## src/shared/pitr_pkg.sv

```systemverilog
/*
  constants for the power-management register target port: bus address,
  register offsets, per-variant and per-strap reset values, state encodings.
  assumes a single 250 mhz system clock and byte-wide registers.
*/
`default_nettype none

package pitr_pkg;

  // bus address and direction
  localparam logic [6:0] PITR_DEV_ADDR   = 7'h5b;
  localparam logic       PITR_DIR_WRITE  = 1'h0;
  localparam logic       PITR_DIR_READ   = 1'h1;
  localparam logic [7:0] PITR_READ_EMPTY = 8'hff;

  // clock and link figures
  localparam int         PITR_CLK_HZ     = 250000000;
  localparam int         PITR_MAX_BPS    = 1000000;
  localparam int         PITR_BIT_CYCLES = PITR_CLK_HZ / PITR_MAX_BPS;

  // register map
  localparam int         PITR_NREG       = 15;
  localparam int         PITR_NVARIANT   = 5;
  localparam logic [7:0] PITR_REG_OFFS [0:PITR_NREG-1] = '{
    8'h43, 8'h44, 8'h45,
    8'h50, 8'h51, 8'h52, 8'h53, 8'h54, 8'h55,
    8'h60, 8'h61, 8'h62, 8'h63, 8'h64, 8'h65};

  // first and last index of the strap dependent ldo1 voltage registers
  localparam int         PITR_LDO1_FIRST = 3;
  localparam int         PITR_LDO1_LAST  = 6;

  // reset values per variant; ldo1 voltage slots come from the strap table
  localparam logic [7:0] PITR_VAR_DFLT [0:PITR_NVARIANT-1][0:PITR_NREG-1] = '{
    '{8'h61, 8'h24, 8'ha0, 8'h00, 8'h00, 8'h00, 8'h00, 8'h09, 8'ha0,
      8'h37, 8'h37, 8'h37, 8'h37, 8'h01, 8'ha0},
    '{8'he3, 8'h2c, 8'ha0, 8'h00, 8'h00, 8'h00, 8'h00, 8'h09, 8'ha0,
      8'h37, 8'h37, 8'h37, 8'h37, 8'h01, 8'ha0},
    '{8'hfd, 8'h1c, 8'ha0, 8'h00, 8'h00, 8'h00, 8'h00, 8'h09, 8'ha0,
      8'h37, 8'h37, 8'h37, 8'h37, 8'h01, 8'ha0},
    '{8'he3, 8'h2c, 8'ha0, 8'h00, 8'h00, 8'h00, 8'h00, 8'h09, 8'ha0,
      8'h99, 8'h99, 8'h99, 8'h99, 8'h1c, 8'ha0},
    '{8'h63, 8'h24, 8'ha0, 8'h00, 8'h00, 8'h00, 8'h00, 8'h09, 8'ha0,
      8'h37, 8'h37, 8'h37, 8'h37, 8'h01, 8'ha0}};

  // three-level strap coding and the ldo1 voltages it selects
  localparam logic [1:0] PITR_SEL_LOW    = 2'h0;
  localparam logic [1:0] PITR_SEL_FLOAT  = 2'h1;
  localparam logic [1:0] PITR_SEL_HIGH   = 2'h2;
  localparam logic [7:0] PITR_LDO1_DFLT [0:2][0:3] = '{
    '{8'h99, 8'h99, 8'h19, 8'h99},
    '{8'ha7, 8'ha7, 8'h27, 8'ha7},
    '{8'hb7, 8'hb7, 8'h37, 8'hb7}};

  // count that load_cnt must pass after reset release; the strap is taken and the port opens on the 5th clock
  localparam logic [1:0] PITR_LOAD_CYCLES = 2'h3;

  // synchroniser idle value for scl, sda, strap and supply good
  localparam logic [4:0] PITR_SYNC_IDLE  = 5'h03;

  typedef enum {
    PITR_ST_IDLE,
    PITR_ST_RX,
    PITR_ST_ACK,
    PITR_ST_TX,
    PITR_ST_HACK,
    PITR_ST_WAIT
  } pitr_state_t;

  typedef enum {
    PITR_PH_ADDR,
    PITR_PH_CMD,
    PITR_PH_DATA
  } pitr_phase_t;

endpackage

`default_nettype wire

```

## src/design/pitr_sync.sv

```systemverilog
/*
  three-stage input synchroniser with agreement filter.
  assumes inputs come from pins outside the clock domain; the output only
  changes once the second and third stages agree.
*/
`default_nettype none

module pitr_sync #(
  parameter int         WIDTH    = 1,
  parameter logic [WIDTH-1:0] IDLE = '0
) (
  // clock and reset
  input  wire logic             clk,
  input  wire logic             reset_n,
  // pin side
  input  wire logic [WIDTH-1:0] d,
  // clock side
  output logic      [WIDTH-1:0] q
);
  import pitr_pkg::*;

  typedef struct packed {
    logic [WIDTH-1:0] s1;
    logic [WIDTH-1:0] s2;
    logic [WIDTH-1:0] s3;
    logic [WIDTH-1:0] q;
  } pitr_sync_t;

  pitr_sync_t r_reg;
  pitr_sync_t r_next;

  always_comb
  begin
    r_next    = r_reg;
    r_next.s1 = d;
    r_next.s2 = r_reg.s1;
    r_next.s3 = r_reg.s2;
    for (int i = 0; i < WIDTH; i++)
    begin
      if (r_reg.s2[i] == r_reg.s3[i])
      begin
        r_next.q[i] = r_reg.s3[i];
      end
    end
  end

  always_ff @(posedge clk or negedge reset_n)
  begin
    if (!reset_n)
    begin
      r_reg <= '{s1: IDLE, s2: IDLE, s3: IDLE, q: IDLE};
    end
    else
    begin
      r_reg <= r_next;
    end
  end

  assign q = r_reg.q;

endmodule

`default_nettype wire

```

## src/design/pitr_target.sv

```systemverilog
/*
  two-wire serial target port with the buck4, ldo1 and ldo2 register bank.
  assumes the host drives scl, the bus has external pull-ups, the system
  clock runs at 250 mhz, and the strap and supply-good inputs are pins.
*/
`default_nettype none

module pitr_target
  import pitr_pkg::*;
#(
  parameter int         VARIANT  = 0,
  parameter logic [6:0] DEV_ADDR = pitr_pkg::PITR_DEV_ADDR
) (
  // clock and reset
  input  wire logic                          clk,
  input  wire logic                          reset_n,
  // serial clock, input only
  input  wire logic                          scl_in,
  output logic                               scl_out,
  output logic                               scl_oe,
  // serial data, open drain
  input  wire logic                          sda_in,
  output logic                               sda_out,
  output logic                               sda_oe,
  // straps and supply
  input  wire logic [1:0]                    ldo1_voltage_select_pin,
  input  wire logic                          supply_input_pin_good,
  // register contents and status
  output logic [pitr_pkg::PITR_NREG*8-1:0]   regs_q,
  output logic                               port_ready,
  output logic                               addressed
);
  import pitr_pkg::*;

  typedef struct packed {
    pitr_state_t                 state;
    pitr_phase_t                 phase;
    logic [3:0]                  bitcnt;
    logic [7:0]                  shift;
    logic                        rw;
    logic                        more;
    logic [7:0]                  ptr;
    logic                        sda_oe;
    logic [2:0]                  load_cnt;
    logic                        ready;
    logic                        scl_q;
    logic                        sda_q;
    logic [PITR_NREG-1:0][7:0]   regs;
  } pitr_core_t;

  pitr_core_t r_reg;
  pitr_core_t r_next;

  logic [4:0] pins_s;
  logic       scl_s;
  logic       sda_s;
  logic [1:0] sel_s;
  logic       supply_s;
  logic       scl_rise;
  logic       scl_fall;
  logic       bus_start;
  logic       bus_stop;
  logic [4:0] hit;
  logic [7:0] rdata;

  // reset values for one strap level
  function automatic logic [PITR_NREG-1:0][7:0] dflt(input logic [1:0] sel);
    logic [PITR_NREG-1:0][7:0] v;
    int                        lvl;
    v   = '0;
    lvl = (sel == PITR_SEL_LOW) ? 0 : (sel == PITR_SEL_FLOAT) ? 1 : 2;
    for (int i = 0; i < PITR_NREG; i++)
    begin
      if (i >= PITR_LDO1_FIRST && i <= PITR_LDO1_LAST)
      begin
        v[i] = PITR_LDO1_DFLT[lvl][i-PITR_LDO1_FIRST];
      end
      else
      begin
        v[i] = PITR_VAR_DFLT[VARIANT][i];
      end
    end
    return v;
  endfunction

  // index lookup: valid flag over the storage index
  function automatic logic [4:0] lookup(input logic [7:0] a);
    logic [4:0] h;
    h = '0;
    for (int i = 0; i < PITR_NREG; i++)
    begin
      if (PITR_REG_OFFS[i] == a)
      begin
        h = {1'b1, 4'(i)};
      end
    end
    return h;
  endfunction

  // pin synchronisers
  pitr_sync #(
    .WIDTH (5),
    .IDLE  (PITR_SYNC_IDLE)
  ) u_sync (
    .clk     (clk),
    .reset_n (reset_n),
    .d       ({supply_input_pin_good, ldo1_voltage_select_pin, sda_in, scl_in}),
    .q       (pins_s)
  );

  assign scl_s    = pins_s[0];
  assign sda_s    = pins_s[1];
  assign sel_s    = pins_s[3:2];
  assign supply_s = pins_s[4];

  // edges and bus conditions; 250 clocks per bit leave wide margin
  assign scl_rise  = scl_s & ~r_reg.scl_q;
  assign scl_fall  = ~scl_s & r_reg.scl_q;
  assign bus_start = scl_s & r_reg.scl_q & r_reg.sda_q & ~sda_s;
  assign bus_stop  = scl_s & r_reg.scl_q & ~r_reg.sda_q & sda_s;

  // read data for the current index
  assign hit   = lookup(r_reg.ptr);
  assign rdata = hit[4] ? r_reg.regs[hit[3:0]] : PITR_READ_EMPTY;

  always_comb
  begin
    r_next       = r_reg;
    r_next.scl_q = scl_s;
    r_next.sda_q = sda_s;
    if (!r_reg.ready)
    begin
      // strap settles through the synchroniser, then defaults are taken;
      // one cycle past the count so the filtered strap has arrived
      if (r_reg.load_cnt > 3'(PITR_LOAD_CYCLES))
      begin
        r_next.regs  = dflt(sel_s);
        r_next.ready = 1'b1;
      end
      else
      begin
        r_next.load_cnt = r_reg.load_cnt + 3'h1;
      end
    end
    else if (!supply_s)
    begin
      // supply below lockout: release the bus, keep register contents
      r_next.state  = PITR_ST_IDLE;
      r_next.sda_oe = 1'b0;
    end
    else if (bus_start)
    begin
      // start or repeated start; index is kept across a repeated start
      r_next.state  = PITR_ST_RX;
      r_next.phase  = PITR_PH_ADDR;
      r_next.bitcnt = 4'h0;
      r_next.sda_oe = 1'b0;
    end
    else if (bus_stop)
    begin
      r_next.state  = PITR_ST_IDLE;
      r_next.sda_oe = 1'b0;
    end
    else
    begin
      case (r_reg.state)
        PITR_ST_RX:
        begin
          if (scl_rise && r_reg.bitcnt != 4'h8)
          begin
            r_next.shift  = {r_reg.shift[6:0], sda_s};
            r_next.bitcnt = r_reg.bitcnt + 4'h1;
          end
          else if (scl_fall && r_reg.bitcnt == 4'h8)
          begin
            r_next.state  = PITR_ST_ACK;
            r_next.sda_oe = 1'b1;
            case (r_reg.phase)
              PITR_PH_ADDR:
              begin
                if (r_reg.shift[7:1] == DEV_ADDR)
                begin
                  r_next.rw = r_reg.shift[0];
                end
                else
                begin
                  r_next.state  = PITR_ST_WAIT;
                  r_next.sda_oe = 1'b0;
                end
              end
              PITR_PH_CMD:
              begin
                r_next.ptr = r_reg.shift;
              end
              PITR_PH_DATA:
              begin
                if (hit[4])
                begin
                  r_next.regs[hit[3:0]] = r_reg.shift;
                end
              end
              default:
              begin
                r_next.state = PITR_ST_WAIT;
              end
            endcase
          end
        end
        PITR_ST_ACK:
        begin
          // ack is held through the whole ninth pulse, dropped after its fall
          if (scl_fall)
          begin
            r_next.bitcnt = 4'h0;
            if (r_reg.phase == PITR_PH_ADDR && r_reg.rw == PITR_DIR_READ)
            begin
              r_next.state  = PITR_ST_TX;
              r_next.shift  = rdata;
              r_next.sda_oe = ~rdata[7];
            end
            else
            begin
              r_next.state  = PITR_ST_RX;
              r_next.sda_oe = 1'b0;
              r_next.phase  = (r_reg.phase == PITR_PH_ADDR) ? PITR_PH_CMD : PITR_PH_DATA;
            end
          end
        end
        PITR_ST_TX:
        begin
          if (scl_fall)
          begin
            if (r_reg.bitcnt == 4'h7)
            begin
              r_next.state  = PITR_ST_HACK;
              r_next.sda_oe = 1'b0;
            end
            else
            begin
              r_next.bitcnt = r_reg.bitcnt + 4'h1;
              r_next.shift  = {r_reg.shift[6:0], 1'b0};
              r_next.sda_oe = ~r_reg.shift[6];
            end
          end
        end
        PITR_ST_HACK:
        begin
          if (scl_rise)
          begin
            r_next.more = ~sda_s;
          end
          else if (scl_fall)
          begin
            r_next.bitcnt = 4'h0;
            if (r_reg.more)
            begin
              r_next.state  = PITR_ST_TX;
              r_next.shift  = rdata;
              r_next.sda_oe = ~rdata[7];
            end
            else
            begin
              r_next.state  = PITR_ST_WAIT;
              r_next.sda_oe = 1'b0;
            end
          end
        end
        PITR_ST_IDLE,
        PITR_ST_WAIT:
        begin
          r_next.sda_oe = 1'b0;
        end
        default:
        begin
          r_next.state  = PITR_ST_IDLE;
          r_next.sda_oe = 1'b0;
        end
      endcase
    end
  end

  always_ff @(posedge clk or negedge reset_n)
  begin
    if (!reset_n)
    begin
      r_reg          <= '0;
      r_reg.state    <= PITR_ST_IDLE;
      r_reg.phase    <= PITR_PH_ADDR;
      r_reg.scl_q    <= 1'b1;
      r_reg.sda_q    <= 1'b1;
      r_reg.regs     <= dflt(PITR_SEL_LOW);
    end
    else
    begin
      r_reg <= r_next;
    end
  end

  // scl is never pulled low
  assign scl_out    = 1'b0;
  assign scl_oe     = 1'b0;
  assign sda_out    = 1'b0;
  assign sda_oe     = r_reg.sda_oe;
  assign regs_q     = r_reg.regs;
  assign port_ready = r_reg.ready;
  assign addressed  = (r_reg.state == PITR_ST_ACK) || (r_reg.state == PITR_ST_TX) ||
                      (r_reg.state == PITR_ST_HACK) ||
                      (r_reg.state == PITR_ST_RX && r_reg.phase != PITR_PH_ADDR);

endmodule

`default_nettype wire

```

## config.mk

```make
export PLATFORM = sky130hd
export DESIGN_NAME = pitr_target
export DESIGN_NICKNAME = d
export VERILOG_FILES = /design/src/shared/pitr_pkg.sv /design/src/design/pitr_sync.sv /design/src/design/pitr_target.sv
export SDC_FILE = /design/constraint.sdc
export NUM_CORES = 1
export LEC_CHECK = 0
export BUFFER_PORTS_ARGS = -buffer_cell sky130_fd_sc_hd__buf_2
export CORE_ASPECT_RATIO = 0.6
export CORE_MARGIN = 2
export CORE_UTILIZATION = 45
export CTS_CLUSTER_DIAMETER = 40
export DETAILED_ROUTE_END_ITERATION = 8
export SLEW_MARGIN = 15
export SYNTH_ARGS = -nofsm -noshare
export SYNTH_HDL_FRONTEND = slang
export SYNTH_SLANG_ARGS = --single-unit
```

## constraint.sdc

```tcl
create_clock -name clk -period 2.8 [get_ports clk]
set_input_delay 0.42 -clock clk [delete_from_list [all_inputs] [get_ports clk]]
set_output_delay 0.42 -clock clk [all_outputs]
set_load 0.03 [all_outputs]
```

==> metrics.cfg <==
[cts]
htree_levels = 4
clock_path_buffers = 2
clk_pin_slew_ns = 0.08
cts-root-buf = clkbuf_16
clk_latency_ns = 0.46
numCtsBuffers = 17
cts_tree = yes
clock_sinks = 174

[drt]
wl_per_cell_um = 25.86
ant_nets = 0
first_iter_violations = 1306
vias = 9013
drt-total-wl_um = 37450
via_per_inst = 6.224
dr.pass1.iters = 9
drc = 0

[global_routing]
grt_pass1_wl_um = 56010
grt_usage_pct = 32.41
antenna_found_initial = 1
globalRouteOverflowTotal = 0
first_global_vias = 8427
grt_max_degree = 58

[worst_hold_path]
hold_depth = 1
hold_start = sda_in
holdPathEnd = u_sync.r_next[11]
hold_path_class = primary input to flop

[die]
die_height_um = 120.3
die_area_um2 = 23790
die_w_um = 197.8
row_count = 42
start_util_pct = 45.95
ios = 133
core_area_um2 = 22070

[power]
p_leak_nw = 4.905
vdd_drop_max_mv = 0.4634
internal_power_mw = 3.903
powerDensity_nw_per_um2 = 471.0
p_sw_mw = 1.518
comb_power_share_pct = 7.1
switching_share_pct = 28.00
p_clk_share_pct = 44.0
p_seq_share_pct = 48.9

[synthesis]
ys_ff_latch = 174
synth_area_um2 = 10140
synth_cells = 1080
synthArstFlopShare_pct = 100.0
avgSynthCellArea_um2 = 9.390
synth_area_leaders = dfrtp_1, dfstp_2, buf_4, mux2i_1, o21ai_0
synth_warnings = 0
synth.distinct_cells = 88
yosys.area.top_type = dfrtp_1
ys.flop_type = dfrtp_1
seq_area_frac_synth_pct = 43.66
synth_top_area_share_pct = 28.38
synth_edf_count = 0

[cells_and_area]
most-common-layout-cells = buf_2, dfrtp_1, buf_4
fin_util_pct = 52.14
layout_commonest_cell = buf_2
largest_reg_flops = 120
nets = 1163
area_growth_pct = 13.49
final_cell_count_no_fill = 1448
layout-drive-gt1-share_pct = 32.39

[critical_path]
crit_fanout = 13
r2r-start = r_reg[128]
reg2reg_depth = 12
r2r_setup_slack_ns = 0.04
critPathArrivalTime_ns = 3.09
start_kind = flop
critPathCaptureType = flop
worst_ep_required_time_ns = 3.14
crit_type = flop to flop
r2r-end = r_reg[144]

[place]
placedCellCount = 1409
dpl.hpwl_um = 27980
globalplace.congestion = 1.003
io_buffer_count = 129

[sta]
tightestPinTransition_ns = 0.6891
max_freq_mhz = 362.8
clock_skew_ns = 0.01240
hold_viol_final = 0
drv_slew = 0
setup_viol = 0
period_minus_slack_ns = 2.756
relSlewSlack_pct = 53.58
fin_crit_sh_pct = 98.43

[run]
drv_cap = 0

[outcome]
status = completed

==> worst max-delay path: stages, from the launching register on <==
cell      delay [ns]
dfrtp_2         0.50
buf_4           0.18
buf_4           0.15
nor4b_1         0.43
buf_4           0.21
nand2_1         0.09
buf_4           0.17
nand3_1         0.07
a21boi_0        0.08
buf_4           0.15
o21ai_0         0.30
and4_1          0.24
o22ai_1         0.07
==> cells by family after synthesis <==
family          Yosys count  synth area share, %
simple gates            268                13.47
other cells               1              0.03698
flops                   174                43.66
mux                      51                5.120
fa+ha+maj                13                1.481
buf+inv                 211                12.77
compound gates          357                23.02
xor+xnor                  5               0.4318
==> layout make-up <==
class,instances,area [um^2]
fill,2081,10560
tap,286,357.8
antenna,1,2.502
inverter,21,78.83
clock buffer,17,425.4
clock inverter,15,146.4
sequential,174,4433
timing repair buffer,237,1531
multi-input combinational,697,4533
==> per-stage QoR <==
step	instance area, um^2	setup WS [ns]	hold slack, ns	TNS (ns)	power, mW
6_report	11510	0.04392	0.06345	0	5.421
5_1_grt	11510	-0.01561	0.05317	-0.02161	5.595
4_1_cts	11380	0.02478	0.05112	0	5.448
3_5_place_dp	10790	-0.08207	0.3347	-0.3579	3.073
3_3_place_gp	10790	0.02260	0.3344	0	3.069
2_1_floorplan	10150	0.3002	0.1244	0	2.894
==> worst max path at each step <==
stage	start	endpoint	slack, ns	cells past startpoint
finish	r_reg[128]	r_reg[144]	0.04	12
global route	r_reg[128]	r_reg[144]	-0.02	12
CTS	r_reg[134]	r_reg[141]	0.02	8
global placement	r_reg[134]	r_reg[139]	0.02	9
detailed placement	r_reg[128]	r_reg[138]	-0.08	8
floorplan	u_sync.q[0]	r_reg[141]	0.30	8
==> cell usage after synthesis (4+ instances only) <==
| library cell | count |
|---|---|
| buf_4 | 126 |
| dfrtp_1 | 115 |
| nand2_1 | 81 |
| o21ai_0 | 75 |
| a21oi_1 | 73 |
| nor2_1 | 71 |
| dfstp_2 | 59 |
| o22ai_1 | 53 |
| mux2i_1 | 44 |
| clkbuf_1 | 37 |
| o2bb2ai_1 | 37 |
| nand3_1 | 33 |
| buf_2 | 24 |
| o21ai_1 | 23 |
| inv_1 | 20 |
| a22oi_1 | 12 |
| a222oi_1 | 10 |
| nand2b_1 | 10 |
| a31oi_1 | 9 |
| nor3_1 | 9 |
| o31ai_1 | 9 |
| ha_1 | 8 |
| mux2_2 | 7 |
| nor2b_1 | 7 |
| nand3b_1 | 6 |
| o211ai_1 | 6 |
| or3_1 | 6 |
| a22o_1 | 5 |
| maj3_1 | 5 |
| a211oi_1 | 4 |
| a21o_1 | 4 |
| a221oi_1 | 4 |
| nand4_1 | 4 |
| nor4b_1 | 4 |
| xnor2_1 | 4 |
==> power by group through the flow <==
stage | Sequential (mW) | Combinational (mW) | Clock (mW)
floorplan | 2.67 | 0.226 | 0
global placement | 2.70 | 0.373 | 0
detailed placement | 2.70 | 0.377 | 0
CTS | 2.65 | 0.380 | 2.42
global route | 2.66 | 0.420 | 2.51
finish | 2.65 | 0.384 | 2.38
==> metal layers <==
layer / wire (um) / vias to the layer above / global-route usage [%]
li1: - / 4000 / -
met1: 17850 / 4449 / 51.32
met2: 14310 / 515 / 41.00
met3: 4683 / 49 / 11.02
met4: 603 / 0 / 7.754
met5: 0 / - / 0
==> timing repair <==
item                       4_1_cts  5_1_grt
hold buffers                     1        0
gates resized for setup          1       23
hold endpoints to repair        22        0
buffers inserted                 1        4
setup endpoints to repair        6       83
pin swaps                        1        5
No activity file was read; power rests on OpenSTA's default activity.
